## src/design/pcm_port_pkg.sv

```systemverilog
// Shared constants for the four-channel PCM serial port and its controller
package pcm_port_pkg;

	// Clocking
	localparam int CLK_HZ        = 25_000_000;
	localparam int MCLK_HZ       = 2_048_000;
	localparam int SYNC_HZ       = 8_000;
	localparam int MCLK_HALF_CYC = CLK_HZ / (2 * MCLK_HZ);
	localparam int FRAME_PERIODS = MCLK_HZ / SYNC_HZ;

	// Channels and slots
	localparam int NCH          = 4;
	localparam int SAMPLE_BITS  = 8;
	localparam int SLOT_SPACING = 64;
	localparam int MAX_SYNC_PER = 7;

	// Device timing, in microseconds and derived cycles
	localparam int PWRUP_HIZ_US   = 500;
	localparam int PWRUP_HIZ_CYC  = PWRUP_HIZ_US * (CLK_HZ / 1_000_000);
	localparam int CLK_LOSS_US    = 20;
	localparam int CLK_LOSS_CYC   = CLK_LOSS_US * (CLK_HZ / 1_000_000);

	// Controller sequencing gap, in master-clock periods
	localparam int SEQ_GAP_PERIODS = 16;

	// Reset values
	localparam logic [3:0] SLEEP_N_RST = 4'h0;
	localparam logic [3:0] SYNC_RST    = 4'h0;

	// Controller sequencing states
	typedef enum logic [4:0] {
		CS_OFF  = 5'h01,
		CS_CLK  = 5'h02,
		CS_RUN  = 5'h04,
		CS_STOP = 5'h08,
		CS_SPARE = 5'h10
	} ctl_state_t;

endpackage

```

## src/design/pcm_link_if.sv

```systemverilog
// Serial highway between the PCM port and its frame controller
`timescale 1ns/1ps
`default_nettype none
interface pcm_link_if;
	logic       mclk;
	logic [3:0] slot_sync;
	logic [3:0] channel_sleep_n;
	logic       rx_serial_in;
	logic       tx_serial_out;
	logic       tx_serial_oe;
	wire        tx_line;

	// Released highway reads low, as through a pull-down
	assign tx_line = tx_serial_oe && tx_serial_out;

	modport dev (
		input  mclk,
		input  slot_sync,
		input  channel_sleep_n,
		input  rx_serial_in,
		output tx_serial_out,
		output tx_serial_oe
	);

	modport ctl (
		output mclk,
		output slot_sync,
		output channel_sleep_n,
		output rx_serial_in,
		input  tx_line,
		input  tx_serial_oe
	);
endinterface
`default_nettype wire

```

## src/design/pcm_port_dev.sv

```systemverilog
// Device end: four-channel PCM slot engine with buffered receive words
`timescale 1ns/1ps
`default_nettype none

////////////////////////////////////////////////////////////////////////////////
module pcm_skid_buf #(
	parameter int W = 10
) (
	// Clock and reset
	input  wire logic         i_clk,
	input  wire logic         i_rst,
	// Filling side
	input  wire logic         i_in_valid,
	input  wire logic [W-1:0] i_in_data,
	output logic              o_in_ready,
	// Draining side
	output logic              o_out_valid,
	output logic [W-1:0]      o_out_data,
	input  wire logic         i_out_ready
);
	typedef struct packed {
		logic         ov;
		logic [W-1:0] od;
		logic         sv;
		logic [W-1:0] sd;
	} buf_st_t;

	buf_st_t st_r;
	buf_st_t st_nxt;

	always_comb begin
		st_nxt = st_r;
		if (i_out_ready || !st_r.ov) begin
			if (st_r.sv) begin
				st_nxt.ov = 1'b1;
				st_nxt.od = st_r.sd;
				st_nxt.sv = 1'b0;
			end else begin
				st_nxt.ov = i_in_valid;
				st_nxt.od = i_in_data;
			end
		end else if (i_in_valid && !st_r.sv) begin
			st_nxt.sv = 1'b1;
			st_nxt.sd = i_in_data;
		end
	end

	always_ff @(posedge i_clk or posedge i_rst) begin
		if (i_rst) begin
			st_r <= '0;
		end else begin
			st_r <= st_nxt;
		end
	end

	assign o_in_ready  = !st_r.sv;
	assign o_out_valid = st_r.ov;
	assign o_out_data  = st_r.od;
endmodule

////////////////////////////////////////////////////////////////////////////////
module pcm_port_dev #(
	parameter int PWRUP_CYC = pcm_port_pkg::PWRUP_HIZ_CYC
) (
	// Clock and reset
	input  wire logic                i_clk,
	input  wire logic                i_rst,
	// Highway
	pcm_link_if.dev                  link,
	// Transmit samples, taken when the channel's sync is recognized
	input  wire logic [pcm_port_pkg::NCH-1:0][pcm_port_pkg::SAMPLE_BITS-1:0] i_tx_data,
	// Received samples
	output logic                     o_rx_valid,
	output logic [1:0]               o_rx_chan,
	output logic [pcm_port_pkg::SAMPLE_BITS-1:0] o_rx_data,
	input  wire logic                i_rx_ready,
	// Status
	output logic                     o_tx_live
);
	import pcm_port_pkg::*;

	localparam logic [13:0] PU_LAST = 14'(PWRUP_CYC - 1);
	localparam logic [9:0]  WD_LAST = 10'(CLK_LOSS_CYC - 1);
	localparam logic [3:0]  LAST_BIT = 4'(SAMPLE_BITS - 1);

	typedef struct packed {
		logic        mclk_d;
		logic        in_slot;
		logic        drive_ok;
		logic        recv_ok;
		logic [1:0]  chan;
		logic [3:0]  bitn;
		logic [7:0]  tx_sh;
		logic [7:0]  rx_sh;
		logic [3:0]  seen;
		logic        out;
		logic        oe;
		logic [13:0] pu_cnt;
		logic        pu_done;
		logic [9:0]  wd_cnt;
		logic        clk_lost;
		logic        pend;
		logic [9:0]  pend_word;
		logic        live;
	} dev_st_t;

	dev_st_t st_r;
	dev_st_t st_nxt;
	logic    buf_ready;
	logic [9:0] buf_word;

	always_comb begin
		logic rise;
		logic fall;
		logic found;
		rise   = 1'b0;
		fall   = 1'b0;
		found  = 1'b0;
		st_nxt = st_r;
		st_nxt.mclk_d = link.mclk;
		rise = link.mclk && !st_r.mclk_d;
		fall = !link.mclk && st_r.mclk_d;

		// Power-up float interval
		if (!st_r.pu_done) begin
			if (st_r.pu_cnt == PU_LAST) begin
				st_nxt.pu_done = 1'b1;
			end else begin
				st_nxt.pu_cnt = st_r.pu_cnt + 14'h0001;
			end
		end

		// Clock-loss watchdog
		if (rise || fall) begin
			st_nxt.wd_cnt   = '0;
			st_nxt.clk_lost = 1'b0;
		end else if (!st_r.clk_lost) begin
			if (st_r.wd_cnt == WD_LAST) begin
				st_nxt.clk_lost = 1'b1;
				st_nxt.in_slot  = 1'b0;
				st_nxt.oe       = 1'b0;
			end else begin
				st_nxt.wd_cnt = st_r.wd_cnt + 10'h001;
			end
		end

		if (st_r.pend && buf_ready) begin
			st_nxt.pend = 1'b0;
		end

		if (rise && st_r.in_slot) begin
			st_nxt.out   = st_r.tx_sh[7];
			st_nxt.tx_sh = {st_r.tx_sh[6:0], 1'b0};
			st_nxt.oe    = st_r.drive_ok;
		end

		if (fall) begin
			if (st_r.in_slot) begin
				st_nxt.rx_sh = {st_r.rx_sh[6:0], link.rx_serial_in};
				st_nxt.bitn  = st_r.bitn + 4'h1;
				if (st_r.bitn == LAST_BIT) begin
					st_nxt.in_slot = 1'b0;
					st_nxt.oe      = 1'b0;
					if (st_r.recv_ok) begin
						// An undrained word is overwritten; slots are 64 periods apart
						st_nxt.pend      = 1'b1;
						st_nxt.pend_word = {st_r.chan, st_r.rx_sh[6:0], link.rx_serial_in};
					end
				end
			end
			for (int c = 0; c < NCH; c++) begin
				if (link.slot_sync[c] && !st_r.seen[c] && !found) begin
					found            = 1'b1;
					st_nxt.in_slot   = 1'b1;
					st_nxt.chan      = 2'(c);
					st_nxt.bitn      = '0;
					st_nxt.tx_sh     = i_tx_data[c];
					st_nxt.drive_ok  = link.channel_sleep_n[c] && st_r.pu_done;
					st_nxt.recv_ok   = link.channel_sleep_n[c];
				end
			end
			// A long sync is recognized only once
			st_nxt.seen = link.slot_sync;
		end
		st_nxt.live = st_nxt.pu_done && !st_nxt.clk_lost;
	end

	always_ff @(posedge i_clk or posedge i_rst) begin
		if (i_rst) begin
			st_r <= '0;
		end else begin
			st_r <= st_nxt;
		end
	end

	pcm_skid_buf #(
		.W(10)
	) u_rx_buf (
		.i_clk       (i_clk),
		.i_rst       (i_rst),
		.i_in_valid  (st_r.pend),
		.i_in_data   (st_r.pend_word),
		.o_in_ready  (buf_ready),
		.o_out_valid (o_rx_valid),
		.o_out_data  (buf_word),
		.i_out_ready (i_rx_ready)
	);

	assign o_rx_chan          = buf_word[9:8];
	assign o_rx_data          = buf_word[7:0];
	assign o_tx_live          = st_r.live;
	assign link.tx_serial_out = st_r.out;
	assign link.tx_serial_oe  = st_r.oe;
endmodule
`default_nettype wire

```

## src/flat_wrapper.sv

```systemverilog
// flat-port wrapper written by rule: the top's interface ports become plain ports
module pcm_port_dev_flat import pcm_port_pkg::*;
#(
	parameter int PWRUP_CYC = pcm_port_pkg::PWRUP_HIZ_CYC
)
  (i_clk, i_rst, i_tx_data, o_rx_valid, o_rx_chan, o_rx_data, i_rx_ready, o_tx_live, link_mclk, link_slot_sync, link_channel_sleep_n, link_rx_serial_in, link_tx_serial_out, link_tx_serial_oe);
  pcm_link_if link_i ();
  input  wire logic i_clk;
  input  wire logic i_rst;
  input  wire logic [pcm_port_pkg::NCH-1:0][pcm_port_pkg::SAMPLE_BITS-1:0] i_tx_data;
  output logic o_rx_valid;
  output logic [1:0] o_rx_chan;
  output logic [pcm_port_pkg::SAMPLE_BITS-1:0] o_rx_data;
  input  wire logic i_rx_ready;
  output logic o_tx_live;
  input wire logic [$bits(link_i.mclk)-1:0] link_mclk;
  input wire logic [$bits(link_i.slot_sync)-1:0] link_slot_sync;
  input wire logic [$bits(link_i.channel_sleep_n)-1:0] link_channel_sleep_n;
  input wire logic [$bits(link_i.rx_serial_in)-1:0] link_rx_serial_in;
  output wire logic [$bits(link_i.tx_serial_out)-1:0] link_tx_serial_out;
  output wire logic [$bits(link_i.tx_serial_oe)-1:0] link_tx_serial_oe;
  assign link_i.mclk = link_mclk;
  assign link_i.slot_sync = link_slot_sync;
  assign link_i.channel_sleep_n = link_channel_sleep_n;
  assign link_i.rx_serial_in = link_rx_serial_in;
  assign link_tx_serial_out = link_i.tx_serial_out;
  assign link_tx_serial_oe = link_i.tx_serial_oe;
  pcm_port_dev #(.PWRUP_CYC(PWRUP_CYC)) u_core (.i_clk(i_clk), .i_rst(i_rst), .link(link_i), .i_tx_data(i_tx_data), .o_rx_valid(o_rx_valid), .o_rx_chan(o_rx_chan), .o_rx_data(o_rx_data), .i_rx_ready(i_rx_ready), .o_tx_live(o_tx_live));
endmodule
```

## config.mk

```make
export PLATFORM = sky130hd
export DESIGN_NAME = pcm_port_dev_flat
export DESIGN_NICKNAME = d
export VERILOG_FILES = /design/src/design/pcm_port_pkg.sv /design/src/design/pcm_link_if.sv /design/src/design/pcm_port_dev.sv /design/src/flat_wrapper.sv
export SDC_FILE = /design/constraint.sdc
export NUM_CORES = 1
export LEC_CHECK = 0
export ABC_AREA = 1
export BUFFER_PORTS_ARGS = -buffer_cell sky130_fd_sc_hd__buf_2
export CORE_AREA = 2 2 79 111
export CTS_BUF_LIST = sky130_fd_sc_hd__clkbuf_2 sky130_fd_sc_hd__clkbuf_4 sky130_fd_sc_hd__clkbuf_8
export DETAILED_ROUTE_END_ITERATION = 12
export DIE_AREA = 0 0 81 113
export PLACE_DENSITY = 0.77
export SYNTH_ARGS = -nofsm -noshare
export SYNTH_HDL_FRONTEND = slang
export SYNTH_SLANG_ARGS = --single-unit
```

## constraint.sdc

```tcl
create_clock -name i_clk -period 2.95 [get_ports i_clk]
set_input_delay 0.1475 -clock i_clk [delete_from_list [all_inputs] [get_ports i_clk]]
set_output_delay 0.1475 -clock i_clk [all_outputs]
set_load 0.02 [all_outputs]
```

; ---- Word level (Yosys, flattened, before mapping)
; Index checks and enable logic that the tools add are counted.
[word_totals]
inputBits = 45
elab_cells = 113
regBits = 92
output_inout_bits = 14
[classes]
bitwise_logic = 3
n_mux = 40
n_reduce_logical = 40
eq_ne = 5
n_addsub = 3
[ops]
columns = cell, n
row1 = $mux W11, 8
row2 = $mux W17, 4
row3 = $mux W29, 1
row4 = $mux W1, 23
row5 = $logic_and A1 B1 Y1, 16
row6 = $mux W8, 2
row7 = $add A14 B1 Y14 const B, 1
row8 = $eq A14 B14 Y1 const B, 1
row9 = $logic_not A1 Y1, 12
row10 = $reduce_and A2 Y1, 6
row11 = $add A10 B1 Y10 const B, 1
row12 = $eq A10 B9 Y1 const B, 1
row13 = $mux W10, 1
row14 = $reduce_bool A5 Y1, 1
row15 = $add A4 B1 Y4 const B, 1
row16 = $eq A4 B3 Y1 const B, 1
row17 = $mux W4, 1
row18 = $reduce_and A4 Y1, 1
row19 = $reduce_bool A4 Y1, 1
row20 = $not A1 Y1, 3
row21 = $logic_or A1 B1 Y1, 2
row22 = $ne A2 B1 Y1 const B, 1
row23 = $ne A2 B2 Y1 const B, 1
row24 = $reduce_bool A2 Y1, 1

; ---- Depth between registers and ports, before layout
[logic_depth]
ltp_word = 16
ltp_mapped = 11
depth_no_buf = 10

; ---- Hierarchy
; Synthesis repeated with hierarchy kept, for this count alone.
[unflattened]
cells_unflattened = 633
hier_area_um2 = 4992.3
[modules_own_cells]
columns = module, cells_each, seq_area_each_um2, n_inst, area_each_um2
row1 = pcm_port_dev, 493, 1726.7, 1, 3848.7
row2 = pcm_skid_buf, 140, 550.5, 1, 1143.6

; ---- Least setup slack after synthesis
; OpenSTA, ideal clock, no wires.
[synth_path]
path_type = reg-to-reg
start = reg u_core.st_r[24] (netlist bit)
end = reg u_core.st_r[28] (netlist bit)
arrival_ns = 1.329
n_path_buf = 1
t_required_ns = 2.833
path_slack_ns = 1.504
setup_time_ns = 0.117
period_less_slack_ns = 1.446
path_stages_with_launch = 12
cell_sequence = dfrtp_1 > ha_1 > inv_2 > nor2_1 > nand3b_1 > nor2_1 > nand2_1 > nand2_2 > inv_2 > buf_6 > nand2_1 > nand2_1
[synth_via]
elab_chain_len = 3
word_cells_on_any_way = 4
classes_between = 1 x add/sub / 1 x eq/ne / 1 x bitwise / 1 x reduce/logical
[synth_rtl]
columns = item, line_no
row1 = "start, declared", pcm_port_dev.sv:107  ; dev_st_t st_r;
row2 = "start signal, assigned", pcm_port_dev.sv:192  ; st_r <= st_nxt;
row3 = "parallel branches: the longest is 3 deep, another holds $add A14 B1 Y14", --
; Parallel ways; which one is timed is not known.
; A chain may end at the register's enable or synchronous reset.

; ---- Final worst setup path
[layout_path]
start = in link_mclk
end = reg u_core.st_r[7] (netlist bit)
[layout_via]
elab_chain_len = 3
[layout_rtl]
columns = item, line_no
row1 = "start, declared", flat_wrapper.sv:16  ; input wire logic [$bits(link_i.mclk)-1:0] link_mclk;
row2 = $logic_not A1 Y1, pcm_port_dev.sv:122  ; fall = !link.mclk && st_r.mclk_d;
row3 = $logic_and A1 B1 Y1, pcm_port_dev.sv:122
row4 = $reduce_and A4 Y1 (no line), --
; Every way passes these cells.

==> flow_summary_export.csv <==
group,metric,value,unit
min_path,min_to,"u_core.st_r[40]",
final_layout,layout-drive-gt1-share,15.8,%
timing,setup_viol,0,
worst_setup_path,cp_slowest_cell,"dlygate4sd3_1",
global_route,grt_pass1_wl,16500,um
global_route,grt_max_degree,92,
worst_setup_path,r2r_cells,7,
global_route,grt_use_total,22.5,%
min_path,hold_class,"input port to register",
synthesis,synth_nets,665,
timing,rsz0062_at_grt,"false",
worst_setup_path,reg2reg_from,"u_core.st_r[69]",
flow_run,max_cap_viol_count,0,
routing,route.detailed.drc,0,
routing,wl_per_cell,12.2,um
die,core-area,8100,um^2
timing,drv_slew,0,
timing,hold_violations,0,
worst_setup_path,crit_path_frequent_cell,"inv_1",
routing,ant_nets,0,
clock_tree,clock_sinks,91,
routing,drt-pass1-iter-count,4,
clock_tree,clockBufferDepth,2,
routing,routed_wl,9340,um
clock_tree,htree_levels,3,
die,dieArea,9150,um^2
synthesis,syn_area,4770,um^2
clock_tree,clock_latency,0.37,ns
synthesis,ys.flop_type,"dfrtp_1",
min_path,worstHoldStart,"link_slot_sync[0]",
clock_tree,root_buffer,"clkbuf_8",
worst_setup_path,cp.arrival,2.54,ns
place,hpwl,6640,um
worst_setup_path,r2r_setup_slack,0.79,ns
worst_setup_path,r2r-end,"u_core.st_r[7]",
die,ios,59,
power_and_ir_drop,powerDensity,505,nW/um^2
synthesis,synth_async_sr_flop_share,100,%
timing,max_slew.worst_pin.slew,0.719,ns
routing,drtIter0Drc,292,
timing,slew_headroom,51.9,%
timing,fin_ws,0.638,ns
worst_setup_path,cp_data_required_time,3.18,ns
place,placedCellCount,748,
timing,period_needed,2.31,ns
final_layout,fillerInstances,705,
die,rows,39,
clock_tree,numCtsBuffers,9,
synthesis,ys_seq_area_share,47.7,%
timing,final.setup.tns,0,ns
global_route,grt_pass1_vias,3960,
global_route,grt_antenna_before_repair,0,
final_layout,area_delta_synth_final,10.4,%
synthesis,yosysWarnings,0,
place,port_buffers,58,
die,die_height,113,um
place,routabilityCongestion,0.935,
global_route,grt_overflow,0,
die,start_util,58.9,%
worst_setup_path,startpoint_type,"input port",
worst_setup_path,crit_path_end_kind,"register",
worst_setup_path,max_stage_delay,0.54,ns
synthesis,yosysUniqueCellTypes,29,
clock_tree,clkSlewWorstSetupHoldPaths,0.09,ns
min_path,worstHoldPathCells,3,
final_layout,diodes,0,
routing,via_count,3935,
place,place_ws,0.820,ns
synthesis,synth_cells,615,
timing,fin_crit_sh,78.4,%
routing,vias_per_cell,5.14,
power_and_ir_drop,ir_drop,0.000313,V
synthesis,ys_ff_latch,91,
worst_setup_path,worstSetupPathType,"input port to register",
final_layout,stdcell_count,766,
synthesis,avgSynthCellArea,7.76,um^2
timing,fmax,0.432,GHz
synthesis,synth_edf_count,0,
clock_tree,cts_tree,"built",
final_layout,num-nets-final,709,
worst_setup_path,path_max_fanout,21,
die,fp.dieW,81,um
power_and_ir_drop,p_leak,2.72,nW
run_status,status,"completed",
timing,fin_skew,0.00815,ns
worst_setup_path,cp_cell_sequence,"dlygate4sd3_1 > buf_2 > inv_1 > ha_1 > buf_4 > inv_1 > nor2_1 > nand3_1 > nand2_1 > o21ai_0",
-- synthesized netlist by cell type (all sizes together), types with 3 or more instances --
cell type,count,area share [%]
nand2,221,18
dfrtp,91,48
nor2,69,5.8
inv,49,3.9
o21ai,35,3.8
nand3,33,3.7
a21oi,26,3.0
buf,22,3.2
nand4,19,2.5
xor2,14,2.6
nand3b,9,1.4
clkbuf,8,0.63
mux2,8,1.9
ha,5,1.3
xnor2,3,0.55
-- registers in the layout (all words and copies together), names as in the netlist --
signal and count:
u_core.st_r 66, u_core.u_rx_buf.st_r 11, u_core.u_rx_buf.o_out_data 10, u_core.link.tx_serial_oe 1, u_core.link.tx_serial_out 1, u_core.o_tx_live 1
u_core.u_rx_buf.o_out_valid 1
-- worst max path at each step --
stage | start | endpoint | slack [ns] | depth (start not counted)
5_1_grt | link_mclk | u_core.st_r[9] | 0.43 | 10
4_1_cts | link_mclk | u_core.st_r[7] | 0.64 | 10
6_report | link_mclk | u_core.st_r[7] | 0.64 | 10
2_1_floorplan | i_rst | u_core.link.tx_serial_oe | 0.44 | 1
3_5_place_dp | u_core.st_r[69] | u_core.st_r[7] | 0.82 | 7
3_3_place_gp | u_core.st_r[69] | u_core.st_r[8] | 0.95 | 7
-- final cells by class --
type                       count  area, um^2  share of cell area (%)
sequential                    91        2280                    43.2
inverter                      50         189                    3.58
multi-input combinational    444        2130                    40.3
clock buffer                  10         131                    2.49
tap                          102         128                    2.42
clock inverter                 6        73.8                    1.40
timing repair buffer          63         345                    6.55
-- cell usage in the layout (no fill, tap or decap), drive strengths merged, types with 9 or more instances in the layout --
cell type | netlist | final
dfrtp | 91 | 91
nor2 | 69 | 69
o21ai | 35 | 35
nand3 | 33 | 33
inv | 49 | 50
nand2 | 221 | 221
nand3b | 9 | 9
clkbuf | 8 | 10
buf | 22 | 61
a21oi | 26 | 26
xor2 | 14 | 14
nand4 | 19 | 19
-- stage by stage --
stage                     utilization (%)  power, mW  hold slack [ns]  instance area, um^2
after global placement               62.3       1.80            0.287                 5040
after CTS                            65.1       2.69           0.0132                 5270
after floorplan                         -       1.70            0.179                 4770
final                                65.1       2.66           0.0210                 5270
after detailed placement             62.3       1.81            0.291                 5040
after global routing                 65.1       2.81           0.0457                 5270
-- where the power goes --
| group | switching [mW] | internal, mW | leakage, nW | total (mW) |
|---|---|---|---|---|
| clock network | 0.463 | 0.411 | 0.0984 | 0.874 |
| logic | 0.233 | 0.139 | 1.44 | 0.372 |
| registers | 0.0657 | 1.35 | 1.18 | 1.42 |
-- per-layer routing --
metal | track usage [%] | up-vias | wire length [um]
li1 | - | 2030 | -
met1 | 26.7 | 1792 | 4090
met3 | 5.42 | 11 | 478
met2 | 39.4 | 102 | 4640
met4 | 7.57 | 0 | 130
met5 | 0 | - | 0
-- worst max-delay path, delay by kind of cell --
family	cells	cell delay, ns
fa+ha+maj	1	0.14
simple gates	3	0.91
buf+inv	5	1.21
compound gates	1	0.11
-- repair_timing --
action	CTS	global route
hold endpoints to repair	92	0
resized for setup	0	0
setup buffers	0	0
hold buffers	2	0
-- cell families after synthesis --
| kind of cell | Yosys count | share of synthesized area (%) |
|---|---|---|
| xor gates and xnor gates | 17 | 3.12 |
| AOI/OAI and AO/OA | 61 | 6.79 |
| muxes | 8 | 1.89 |
| DFF | 91 | 47.7 |
| buffers and inverters | 80 | 7.76 |
| and+or+nand+nor | 353 | 31.4 |
| adders and majority gates | 5 | 1.31 |
Power figures use the tool's default switching activity.
